### src/rtl/mpc_pkg.sv
// Purpose: constants and types shared by the master-page power control block
// Assumes: 8-bit registers, 12-bit register address in a 24-bit serial frame
// Notes: frame is read flag, page-mode flag, two zero bits, address, data
package mpc_pkg;
   localparam int MPC_ADDR_W = 12;
   localparam int MPC_DATA_W = 8;
   localparam int MPC_FRAME_BITS = 24;
   localparam logic [4:0] MPC_HDR_BITS = 5'h10;
   localparam logic [4:0] MPC_ALL_BITS = 5'h18;
   localparam int MPC_RW_POS = 15;

   localparam logic [11:0] MPC_ADDR_PAGE = 12'h011;
   localparam logic [11:0] MPC_ADDR_MASK1_HI = 12'h020;
   localparam logic [11:0] MPC_ADDR_MASK1_LO = 12'h021;
   localparam logic [11:0] MPC_ADDR_MASK2_HI = 12'h023;
   localparam logic [11:0] MPC_ADDR_MASK2_LO = 12'h024;
   localparam logic [11:0] MPC_ADDR_POWER = 12'h026;
   localparam logic [11:0] MPC_ADDR_REQ_ONES = 12'h039;
   localparam logic [11:0] MPC_ADDR_BOOST = 12'h03A;
   localparam logic [11:0] MPC_ADDR_CLK_FRAME = 12'h053;
   localparam logic [11:0] MPC_ADDR_MASKED_PD = 12'h055;
   localparam logic [11:0] MPC_ADDR_BIAS = 12'h056;

   localparam logic [7:0] MPC_PAGE_MASTER = 8'h80;

   localparam int MPC_POS_GLOBAL_PD = 7;
   localparam int MPC_POS_PIN_OVERRIDE = 6;
   localparam int MPC_POS_MASK_SELECT = 5;
   localparam int MPC_POS_REQ_ONES_LO = 5;
   localparam int MPC_POS_BOOST = 6;
   localparam int MPC_POS_CLK_DIV = 7;
   localparam int MPC_POS_FRAME_IGNORE = 6;
   localparam int MPC_POS_MASKED_PD = 4;
   localparam int MPC_POS_BIAS = 3;
   localparam int MPC_POS_MASK_LO_HI = 7;
   localparam int MPC_POS_MASK_LO_LO = 4;

   localparam logic [7:0] MPC_RESET_BYTE = 8'h00;
   localparam logic [11:0] MPC_MASK_RESET = 12'h000;
   localparam logic [1:0] MPC_DIV4_LAST = 2'h3;
   localparam logic [1:0] MPC_DIV2_LAST = 2'h1;

   typedef enum logic [3:0] {
      MPC_ST_IDLE = 4'b0001,
      MPC_ST_HDR = 4'b0010,
      MPC_ST_DATA = 4'b0100,
      MPC_ST_WAIT = 4'b1000
   } mpc_state_e;
endpackage

### src/rtl/mpc_reg_if.sv
// Purpose: carries register requests from the serial engine to the register file
// Assumes: one clock; strobes are single-cycle pulses
// Notes: read data is answered combinationally in the request cycle
interface mpc_reg_if;
   logic wr_stb;
   logic rd_req;
   logic [11:0] addr;
   logic [7:0] wdata;
   logic [7:0] rdata;
   modport engine (output wr_stb, output rd_req, output addr, output wdata, input rdata);
   modport regs (input wr_stb, input rd_req, input addr, input wdata, output rdata);
endinterface

### src/rtl/mpc_master_page.sv
// Purpose: master-page power, clock and frame-reference control registers
// Assumes: serial port pins and power-down pin synchronous to clock_in
// Notes: master registers answer only while the page field holds the master code
//
// Behaviour
// Host sets pin override before global power-down
// Global power-down bit forces full power-down
// Pin override makes power-down pin ignored
// Mask select chooses first or second mask
// Masked power-down powers down selected mask blocks
// Host sets bias enable with current boost
// Host sets current boost with bias enable
// Host writes ones to bits 7:5, zeros elsewhere
// Clock divider bit selects divide by four/two
// Host programs divide by two
// Frame-reference ignore bit blocks the input
// Page field selects page; master is 80h
// Masks held at 20h/21h and 23h/24h
// Power-down is OR of pin, global, mask
module mpc_master_page
   import mpc_pkg::*;
#(
   parameter int MASK_W = 12
)
(
   input wire logic clock_in,
   input wire logic rst_in,
   input wire logic sen_n_in,
   input wire logic sclk_in,
   input wire logic sdi_in,
   input wire logic pdn_pin_in,
   input wire logic sysref_in,
   output logic sdout_out,
   output logic full_powerdown_out,
   output logic [MASK_W-1:0] block_powerdown_out,
   output logic sample_enable_out,
   output logic frame_ref_out,
   output logic buffer_current_boost_out,
   output logic input_buffer_bias_enable_out,
   output logic [2:0] required_ones_out
);
   typedef struct packed {
      logic [7:0] register_page_field;
      logic global_powerdown;
      logic pin_override;
      logic mask_select;
      logic [2:0] required_ones;
      logic buffer_current_boost;
      logic clk_div_two;
      logic frame_ref_ignore;
      logic masked_powerdown_enable;
      logic input_buffer_bias_enable;
      logic [MASK_W-1:0] mask1;
      logic [MASK_W-1:0] mask2;
      logic [1:0] div_cnt;
      logic sample_en;
      logic full_pd;
      logic [MASK_W-1:0] block_pd;
      logic frame_ref;
   } mpc_regs_s;

   mpc_reg_if bus ();

   mpc_regs_s r_reg;
   mpc_regs_s r_next;
   logic master_sel;
   logic [7:0] rdata;
   logic [1:0] div_last;
   logic [MASK_W-1:0] sel_mask;
   logic pin_pd;

   mpc_serial_engine u_engine (
      .clock_in(clock_in),
      .rst_in(rst_in),
      .sen_n_in(sen_n_in),
      .sclk_in(sclk_in),
      .sdi_in(sdi_in),
      .sdout_out(sdout_out),
      .bus(bus.engine)
   );

   assign master_sel = (r_reg.register_page_field == MPC_PAGE_MASTER);

   // Read decode; reserved and write-only bits read as zero
   always_comb begin
      rdata = MPC_RESET_BYTE;
      if (bus.addr == MPC_ADDR_PAGE) begin
         rdata = r_reg.register_page_field;
      end else if (master_sel) begin
         case (bus.addr)
            MPC_ADDR_MASK1_HI: rdata = r_reg.mask1[MASK_W-1:4];
            MPC_ADDR_MASK1_LO: rdata = {r_reg.mask1[3:0], 4'h0};
            MPC_ADDR_MASK2_HI: rdata = r_reg.mask2[MASK_W-1:4];
            MPC_ADDR_MASK2_LO: rdata = {r_reg.mask2[3:0], 4'h0};
            MPC_ADDR_POWER: begin
               rdata[MPC_POS_GLOBAL_PD] = r_reg.global_powerdown;
               rdata[MPC_POS_PIN_OVERRIDE] = r_reg.pin_override;
               rdata[MPC_POS_MASK_SELECT] = r_reg.mask_select;
            end
            MPC_ADDR_REQ_ONES: begin
               rdata[MPC_POS_REQ_ONES_LO +: 3] = r_reg.required_ones;
            end
            MPC_ADDR_BOOST: begin
               rdata[MPC_POS_BOOST] = r_reg.buffer_current_boost;
            end
            MPC_ADDR_CLK_FRAME: begin
               rdata[MPC_POS_CLK_DIV] = r_reg.clk_div_two;
               rdata[MPC_POS_FRAME_IGNORE] = r_reg.frame_ref_ignore;
            end
            MPC_ADDR_MASKED_PD: begin
               rdata[MPC_POS_MASKED_PD] = r_reg.masked_powerdown_enable;
            end
            MPC_ADDR_BIAS: begin
               rdata[MPC_POS_BIAS] = r_reg.input_buffer_bias_enable;
            end
            default: rdata = MPC_RESET_BYTE;
         endcase
      end
   end

   assign bus.rdata = rdata;

   always_comb begin
      r_next = r_reg;
      if (bus.wr_stb) begin
         if (bus.addr == MPC_ADDR_PAGE) begin
            r_next.register_page_field = bus.wdata;
         end else if (master_sel) begin
            case (bus.addr)
               MPC_ADDR_MASK1_HI: r_next.mask1[MASK_W-1:4] = bus.wdata;
               MPC_ADDR_MASK1_LO: r_next.mask1[3:0] = bus.wdata[MPC_POS_MASK_LO_HI:MPC_POS_MASK_LO_LO];
               MPC_ADDR_MASK2_HI: r_next.mask2[MASK_W-1:4] = bus.wdata;
               MPC_ADDR_MASK2_LO: r_next.mask2[3:0] = bus.wdata[MPC_POS_MASK_LO_HI:MPC_POS_MASK_LO_LO];
               MPC_ADDR_POWER: begin
                  // Global bit only moves while the override already stands
                  if (r_reg.pin_override) begin
                     r_next.global_powerdown = bus.wdata[MPC_POS_GLOBAL_PD];
                  end
                  r_next.pin_override = bus.wdata[MPC_POS_PIN_OVERRIDE];
                  r_next.mask_select = bus.wdata[MPC_POS_MASK_SELECT];
               end
               MPC_ADDR_REQ_ONES: begin
                  r_next.required_ones = bus.wdata[MPC_POS_REQ_ONES_LO +: 3];
               end
               MPC_ADDR_BOOST: begin
                  r_next.buffer_current_boost = bus.wdata[MPC_POS_BOOST];
               end
               MPC_ADDR_CLK_FRAME: begin
                  r_next.clk_div_two = bus.wdata[MPC_POS_CLK_DIV];
                  r_next.frame_ref_ignore = bus.wdata[MPC_POS_FRAME_IGNORE];
               end
               MPC_ADDR_MASKED_PD: begin
                  r_next.masked_powerdown_enable = bus.wdata[MPC_POS_MASKED_PD];
               end
               MPC_ADDR_BIAS: begin
                  r_next.input_buffer_bias_enable = bus.wdata[MPC_POS_BIAS];
               end
               default: r_next.register_page_field = r_reg.register_page_field;
            endcase
         end
      end

      // Input clock divider: one-cycle enable every 4 or 2 clocks
      div_last = r_reg.clk_div_two ? MPC_DIV2_LAST : MPC_DIV4_LAST;
      if (r_reg.div_cnt >= div_last) begin
         r_next.div_cnt = 2'h0;
         r_next.sample_en = 1'b1;
      end else begin
         r_next.div_cnt = r_reg.div_cnt + 2'h1;
         r_next.sample_en = 1'b0;
      end

      sel_mask = r_reg.mask_select ? r_reg.mask2 : r_reg.mask1;
      pin_pd = pdn_pin_in & ~r_reg.pin_override;
      r_next.full_pd = pin_pd | r_reg.global_powerdown;
      if (r_next.full_pd) begin
         r_next.block_pd = '1;
      end else if (r_reg.masked_powerdown_enable) begin
         r_next.block_pd = sel_mask;
      end else begin
         r_next.block_pd = '0;
      end
      r_next.frame_ref = sysref_in & ~r_reg.frame_ref_ignore;
   end

   always_ff @(posedge clock_in or posedge rst_in) begin
      if (rst_in) begin
         r_reg <= '0;
      end else begin
         r_reg <= r_next;
      end
   end

   assign full_powerdown_out = r_reg.full_pd;
   assign block_powerdown_out = r_reg.block_pd;
   assign sample_enable_out = r_reg.sample_en;
   assign frame_ref_out = r_reg.frame_ref;
   assign buffer_current_boost_out = r_reg.buffer_current_boost;
   assign input_buffer_bias_enable_out = r_reg.input_buffer_bias_enable;
   assign required_ones_out = r_reg.required_ones;
endmodule

### src/rtl/mpc_serial_engine.sv
// Purpose: serial programming port engine, pins oversampled by the system clock
// Assumes: serial clock well below half the system clock, pins synchronous
// Notes: data in on serial clock rise, read data out on fall, MSB first
module mpc_serial_engine
   import mpc_pkg::*;
(
   input wire logic clock_in,
   input wire logic rst_in,
   input wire logic sen_n_in,
   input wire logic sclk_in,
   input wire logic sdi_in,
   output logic sdout_out,
   mpc_reg_if.engine bus
);
   typedef struct packed {
      mpc_state_e state;
      logic sclk_prev;
      logic [4:0] cnt;
      logic [23:0] shreg;
      logic load;
      logic [7:0] out_sh;
      logic sdout;
      logic wr_stb;
      logic rd_req;
      logic [11:0] addr;
      logic [7:0] wdata;
   } mpc_eng_s;

   mpc_eng_s r_reg;
   mpc_eng_s r_next;
   logic rise;
   logic fall;

   always_comb begin
      r_next = r_reg;
      rise = sclk_in & ~r_reg.sclk_prev;
      fall = ~sclk_in & r_reg.sclk_prev;
      r_next.sclk_prev = sclk_in;
      r_next.wr_stb = 1'b0;
      r_next.rd_req = 1'b0;
      r_next.load = 1'b0;
      if (r_reg.load) begin
         r_next.out_sh = bus.rdata;
         r_next.sdout = bus.rdata[7];
      end
      case (r_reg.state)
         MPC_ST_IDLE: begin
            r_next.cnt = 5'h00;
            r_next.sdout = 1'b0;
            if (!sen_n_in) begin
               r_next.state = MPC_ST_HDR;
            end
         end
         MPC_ST_HDR: begin
            if (sen_n_in) begin
               r_next.state = MPC_ST_IDLE;
            end else if (rise) begin
               r_next.shreg = {r_reg.shreg[22:0], sdi_in};
               r_next.cnt = r_reg.cnt + 5'h01;
               if (r_reg.cnt + 5'h01 == MPC_HDR_BITS) begin
                  r_next.addr = r_next.shreg[11:0];
                  r_next.rd_req = r_next.shreg[MPC_RW_POS];
                  r_next.load = r_next.shreg[MPC_RW_POS];
                  r_next.state = MPC_ST_DATA;
               end
            end
         end
         MPC_ST_DATA: begin
            if (sen_n_in) begin
               r_next.state = MPC_ST_IDLE;
            end else if (rise) begin
               r_next.shreg = {r_reg.shreg[22:0], sdi_in};
               r_next.cnt = r_reg.cnt + 5'h01;
               if (r_reg.cnt + 5'h01 == MPC_ALL_BITS) begin
                  r_next.wdata = r_next.shreg[7:0];
                  r_next.wr_stb = ~r_next.shreg[MPC_RW_POS + 8];
                  r_next.state = MPC_ST_WAIT;
               end
            end else if (fall && !r_reg.load) begin
               r_next.out_sh = {r_reg.out_sh[6:0], 1'b0};
               r_next.sdout = r_reg.out_sh[6];
            end
         end
         MPC_ST_WAIT: begin
            // Extra clocks inside the frame are ignored
            if (sen_n_in) begin
               r_next.state = MPC_ST_IDLE;
            end
         end
         default: begin
            r_next.state = MPC_ST_IDLE;
         end
      endcase
   end

   always_ff @(posedge clock_in or posedge rst_in) begin
      if (rst_in) begin
         r_reg <= '{state: MPC_ST_IDLE, default: '0};
      end else begin
         r_reg <= r_next;
      end
   end

   assign sdout_out = r_reg.sdout;
   assign bus.wr_stb = r_reg.wr_stb;
   assign bus.rd_req = r_reg.rd_req;
   assign bus.addr = r_reg.addr;
   assign bus.wdata = r_reg.wdata;
endmodule

### config.mk
export PLATFORM = sky130hd
export DESIGN_NAME = mpc_master_page
export DESIGN_NICKNAME = d
export VERILOG_FILES = /design/src/rtl/mpc_pkg.sv /design/src/rtl/mpc_reg_if.sv /design/src/rtl/mpc_master_page.sv /design/src/rtl/mpc_serial_engine.sv
export SDC_FILE = /design/constraint.sdc
export NUM_CORES = 1
export LEC_CHECK = 0
export ABC_AREA = 1
export BUFFER_PORTS_ARGS = -buffer_cell sky130_fd_sc_hd__buf_2
export CORE_UTILIZATION = 40
export CTS_BUF_LIST = sky130_fd_sc_hd__clkbuf_8
export CTS_CLUSTER_DIAMETER = 80
export CTS_CLUSTER_SIZE = 12
export DETAILED_ROUTE_END_ITERATION = 12
export GPL_ROUTABILITY_DRIVEN = 0
export GPL_TIMING_DRIVEN = 0
export PLACE_DENSITY = 0.59
export SLEW_MARGIN = 20
export SYNTH_ARGS = -nofsm -noshare
export SYNTH_HDL_FRONTEND = slang
export SYNTH_SLANG_ARGS = --single-unit
### constraint.sdc
create_clock -name clock_in -period 6.72 [get_ports clock_in]
set_input_delay 0 -clock clock_in [delete_from_list [all_inputs] [get_ports clock_in]]
set_output_delay 0 -clock clock_in [all_outputs]
set_load 0.005 [all_outputs]
* Yosys cells after proc, flatten, opt, wreduce, memory -nomap -nowiden
Index checks and enable logic that the tools add are counted.
** Word-level totals
- Bits in registers :: 124
- Bits in latches :: 0
- Bits in writable memories :: 0
- ROM bits :: 0
- Output and inout bits :: 21
- Memories kept :: 0
** Cells by class
- $add $sub $neg :: 2
- Multipliers :: 0
- Div/mod/pow operators :: 0
- $lt $le $gt $ge :: 1
- Equal/unequal tests :: 28
- Shifts and indexed selects :: 0
- Muxes and demuxes :: 40
- Bitwise operators :: 12
- Reductions and logical operators :: 21
** Operator list (number)
- equality test 12 x 6 -> 1 bit (second input constant) :: 7
- two-way mux 30 bit :: 2
- two-way mux 29 bit :: 2
- AND reduction 4 bit :: 12
- one-hot mux 23 bit (2 select lines) :: 1
- equality test 12 x 7 -> 1 bit (second input constant) :: 3
- two-way mux 12 bit :: 3
- two-way mux 4 bit :: 8
- two-way mux 8 bit :: 4
- two-way mux 9 bit :: 3
- one-hot mux 4 bit (4 select lines) :: 1
- one-hot mux 5 bit (3 select lines) :: 1
- AND reduction 5 bit :: 3
- equality test 12 x 5 -> 1 bit (second input constant) :: 1
- != test 3 x 2 -> 1 bit (second input constant) :: 4
- equality test 5 bit (second input constant) :: 2
- two-way mux 10 bit :: 1
- equality test 8 bit (second input constant) :: 1
- != test 2 bit (second input constant) :: 4
- one-hot mux 1 bit (8 select lines) :: 1
- inverter 1 bit :: 7
- one-hot mux 1 bit (7 select lines) :: 1
- one-hot mux 1 bit (6 select lines) :: 1
- one-hot mux 3 bit (2 select lines) :: 1
- other kinds (22) :: 30

* Longest topological paths before layout
- Depth after elaboration :: 9
- Gate-level depth with buffers :: 14
- Depth with buffers taken out :: 13

* Cells and area by module
A second synthesis with hierarchy kept.
** Unflattened totals
- Cells, all modules :: 751
- Area total of the unflattened synthesis :: 6481.2 um^2
** By module, submodules not included
- mpc_master_page :: times used 1, cells an instance 428, area an instance 3402.0 um^2
- mpc_serial_engine :: times used 1, cells an instance 323, area an instance 3079.2 um^2

* Least setup slack after synthesis
Ideal clock, no wire load.
- Path kind :: reg2reg
- From :: register u_engine.r_reg[56] (netlist name)
- To :: register u_engine.r_reg (netlist bit u_engine.bus.wdata[0])
- Library setup time :: 0.074 ns
- Data arrival time :: 1.581 ns
- Data required time :: 6.646 ns
- Path slack :: 5.065 ns
- Stages on the path, launching flop included :: 11
- Period minus slack after synthesis :: 1.655 ns
- Path through :: dfrtp_1 -> ha_1 -> xor2_1 -> nor3_1 -> nand2_1 -> nand2_1 -> nand2_2 -> nor2_4 -> nand2_4 -> buf_6 -> o21ai_2
** On the way
- Longest elaborated chain between the ends :: 3
** Ends and longest elaborated chain
- from (decl) :: line mpc_serial_engine.sv:29 : mpc_eng_s r_reg;
- from (signal assigned) :: line mpc_serial_engine.sv:100 : r_reg <= r_next;
- adder 5 x 1 -> 5 bit :: line mpc_serial_engine.sv:74 : if (r_reg.cnt + 5'h01 == MPC_ALL_BITS) begin
- equality test 5 bit :: line mpc_serial_engine.sv:74
- AND reduction 4 bit (no line)
Every way passes these cells.
A chain may end at the register's enable or synchronous reset.

* Worst setup path in the final report
- From :: register u_engine.r_reg[56] (netlist name)
- To :: register u_engine.r_reg (netlist bit u_engine.bus.addr[5])
** On the way
- Longest elaborated chain between the ends :: 3
** Ends and longest elaborated chain
- adder 5 x 1 -> 5 bit :: line mpc_serial_engine.sv:60 : if (r_reg.cnt + 5'h01 == MPC_HDR_BITS) begin
- equality test 5 bit :: line mpc_serial_engine.sv:60
- AND reduction 4 bit (no line)
Every way passes these cells.

==> Flow_metrics.wiki <==
{| class="wikitable"
! Metric !! Value
|-
| Run status || finished, final reports clean
|-
| Count of antenna diodes in the layout || 0
|-
| Hold Crit Class || in2async
|-
| Post-synthesis instance area || between 5000 and 6000 um2
|-
| Synth-to-layout area growth || 15.1%
|-
| Largest clock skew in the final design || just under 0.009 ns
|-
| Setup TNS Final || 0 ns
|-
| Number of pins with negative max-slew slack in the final report || 0
|-
| Initial DRC count || ~170
|-
| Setup slack after layout || 4.78 ns
|-
| Worst-path maximum fanout || 10
|-
| Clk buf depth || 2
|-
| Post-synth net total || about 680
|-
| Number of synthesized register bits || 123
|-
| Proportion of synthesized chip area in sequential cells || ~54%
|-
| CTS H-Tree Depth || 4
|-
| CTS root buffer || sky130_fd_sc_hd__clkbuf_8
|-
| Routed vias || ~4400
|-
| Num rows || between 40 and 50
|-
| Overall track demand over capacity in global routing || 18.3%
|-
| Mapped Avg Cell Area || 8.53 um2
|-
| Primary FF master, synth || sky130_fd_sc_hd__dfrtp_1
|-
| Fraction of the mapped netlist area in compound gates || between 10% and 20%
|-
| Synth async-reset ratio || 100%
|-
| Vias/cell || 4.81
|-
| First-pass GRT wire length || ~20000 um
|-
| RSZ-0062 raised after global routing || no
|-
| Maximum number of pins on one net before global-route repair || between 70 and 80
|-
| Standard cell with the maximum stage delay on the critical path || sky130_fd_sc_hd__dfrtp_1
|-
| Core Box Area || 13900 um2
|-
| Cell breakdown of the critical path || ha_1 > nand3_1 > xor2_1 > nor3_2 > nand2_1 > clkbuf_1 > o21ai_0
|-
| Family of cells with the greatest summed delay on the critical path || flip-flops
|-
| Synth Instances || 669
|-
| Multiplexer fraction of the synthesized cell area || 0.592%
|-
| CTS tree || yes
|-
| Top cell type's share of synthesized area || between 50% and 60%
|-
| Hold buffer count at CTS || 6
|-
| Leakage power || 3.19 nW
|-
| Fin nets || 732
|-
| Latest clock arrival within the worst-skew pair || approximately 0.44 ns
|-
| Minimum period implied by the final worst setup slack || roughly 1.9 ns
|-
| Post-Place Cells || a little under 900
|-
| Dominant combinational cell family by area after synthesis || simple AND/OR/NAND/NOR gates
|-
| Leading cell type in the layout, fill and taps excluded || sky130_fd_sc_hd__nand2_1
|-
| Final cell count without fillers || 915
|-
| Share of synthesized cell area in and, or, nand and nor gates || 22.3%
|-
| Initial core utilization || 41.1%
|-
| Final cycle utilization of the critical path || ~29%
|-
| Xor and xnor area share after synthesis || 0.614%
|-
| Floorplan die area || roughly 15000 um2
|-
| Total clock buffers created by CTS || 17
|-
| Average routed wire per standard cell || around 13 um
|-
| Buffers & Inverters on Critical Path || 1
|-
| Sink count of the clock tree || about 120
|-
| Headroom to the max-slew limit || between 60% and 70%
|-
| Drt pass-1 iters || 4
|-
| Setup Viol. Count Final || 0
|-
| Stage delay of the slowest cell on the critical path || 0.42 ns
|-
| Library cells used by synthesis || 37
|-
| IO buf count || 27
|-
| Number of enable flip-flop cells after synthesis || 0
|-
| Yosys warning total || 0
|-
| Post-cts sizing count || 0
|-
| Via count of the first global-routing pass || between 4000 and 5000
|-
| Final antenna-violating net count || 0
|-
| # Post-CTS Setup Buffers || 0
|-
| Floorplan die height || 121 um
|-
| Peak clock frequency supported by timing || 516 MHz
|-
| Overflow left after global routing || 0
|-
| Nature of the critical path endpoint || register
|-
| Slew at the pin closest to its max-slew limit || between 0.5 and 0.6 ns
|-
| Final wirelength || 12200 um
|-
| Power density over the cells || roughly 270 nW/um2
|-
| Leading cell types in the layout, fill and taps excluded || 163 x sky130_fd_sc_hd__nand2_1, 122 x sky130_fd_sc_hd__dfrtp_1, 85 x sky130_fd_sc_hd__o21ai_0
|-
| Adder-Cell Fraction of Synth Area || less than 1%
|-
| Maximum Capacitance Violations || 0
|-
| Post-route DRC || 0
|-
| Hold Violations, Final || 0
|-
| Io pins || 28
|-
| CP Data Required Time || about 7.0 ns
|-
| Post-synth top area cell || sky130_fd_sc_hd__dfrtp_1
|-
| Fraction of layout cells with a size suffix above 1 || 16.5%
|-
| Largest register FFs || 41
|-
| Initial antenna violation count || 0
|-
| Clock slew seen by the registers of the worst setup and hold paths || 0.07 ns
|-
| Critical path arrival || 2.25 ns
|-
| Leading cell types by total area after synthesis || sky130_fd_sc_hd__dfrtp_1 54%, sky130_fd_sc_hd__nand2_1 11%, sky130_fd_sc_hd__o21ai_0 7.5%
|-
| Type of the worst setup path || reg2reg
|-
| X dimension of the die || ~120 um
|-
| Startpoint types || register
|-
| HPWL after detailed placement || 8930 um
|-
| Pre-CTS worst setup slack || approximately 4.8 ns
|-
| Maximum ir drop on the vdd rail || about 0.19 mV
|-
| Worst-case hold slack || 0.121 ns
|}
path summary, 6_finish.rpt:
check | startpoint | end | slack [ns] | depth (start not counted)
setup / recovery | u_engine.r_reg[56] | u_engine.bus.addr[5] | 4.78 | 7
hold / removal | rst_in | u_engine.r_reg[39] | 0.12 | 3
setup reg to reg | u_engine.r_reg[56] | u_engine.bus.addr[5] | 4.78 | 7
hold reg to reg | u_engine.r_reg[54] | u_engine.bus.wr_stb | 0.45 | 1
max in group asynchronous | rst_in | r_reg[18] | 5.89 | 4
min in group clock_in | sclk_in | u_engine.r_reg[61] | 0.24 | 2
worst min-delay path: cells and delay by family:
family / cells / cell delay, ns
buffers and inverters: 3 / 0.98
where the power goes:
part           internal [mW]  switching, mW  leakage [nW]  total, mW
logic                 0.0741          0.149          1.33      0.223
clock network          0.387          0.278         0.225      0.666
registers              0.821         0.0382          1.63      0.859
per-layer routing:
| metal | up-vias | GRT usage (%) | routed length (um) |
|---|---|---|---|
| li1 | 2253 | - | - |
| met1 | 2063 | 22.1 | 5570 |
| met2 | 73 | 30.6 | 6030 |
| met3 | 13 | 4.75 | 412 |
| met4 | 0 | 7.56 | 181 |
| met5 | - | 0 | 0 |
area by class of cell:
cell class / instances / area [um2]
well taps: 180 / 225
flip-flops and latches: 123 / 3080
multi-input cells: 443 / 2160
clock buffers: 20 / 275
clock inverters: 12 / 131
plain buffers: 32 / 204
repair buffers: 34 / 223
inverters: 71 / 272
fillers: 1372 / 7320
cells by family after synthesis:
kind of cell,count (synthesis)
AOI/OAI and AO/OA,139
and+or+nand+nor,294
adders and majority gates,3
DFF,123
muxes,3
buffers and inverters,103
xor gates and xnor gates,4
cells in the mapped netlist, types with 2 or more instances:
cell and instances:
sky130_fd_sc_hd__buf_6 2, sky130_fd_sc_hd__buf_4 17, sky130_fd_sc_hd__nor2_4 3, sky130_fd_sc_hd__a31oi_1 4
sky130_fd_sc_hd__nor3_1 8, sky130_fd_sc_hd__nand2_2 6, sky130_fd_sc_hd__nand2_1 163, sky130_fd_sc_hd__nand3b_1 2
sky130_fd_sc_hd__dfrtp_1 122, sky130_fd_sc_hd__ha_1 3, sky130_fd_sc_hd__buf_2 4, sky130_fd_sc_hd__o21ai_2 16
sky130_fd_sc_hd__nor2_1 60, sky130_fd_sc_hd__o21ai_1 11, sky130_fd_sc_hd__inv_1 68, sky130_fd_sc_hd__clkbuf_1 8
sky130_fd_sc_hd__o21ai_0 85, sky130_fd_sc_hd__inv_2 3, sky130_fd_sc_hd__nand2_4 3, sky130_fd_sc_hd__xor2_1 3
sky130_fd_sc_hd__nor2_2 5, sky130_fd_sc_hd__nand3_1 40, sky130_fd_sc_hd__a21oi_1 18, sky130_fd_sc_hd__mux2_1 2
through the flow:
| step | instance area (um2) | total power, mW | util, % |
|---|---|---|---|
| 2_1_floorplan | 5710 | 1.03 | - |
| 3_3_place_gp | 6070 | 1.08 | 43.7 |
| 3_5_place_dp | 6100 | 1.10 | 43.9 |
| 4_1_cts | 6570 | 1.77 | 47.3 |
| 5_1_grt | 6570 | 1.84 | 47.3 |
| 6_report | 6570 | 1.75 | 47.3 |
Note: power is estimated with default switching activity, not from simulation.
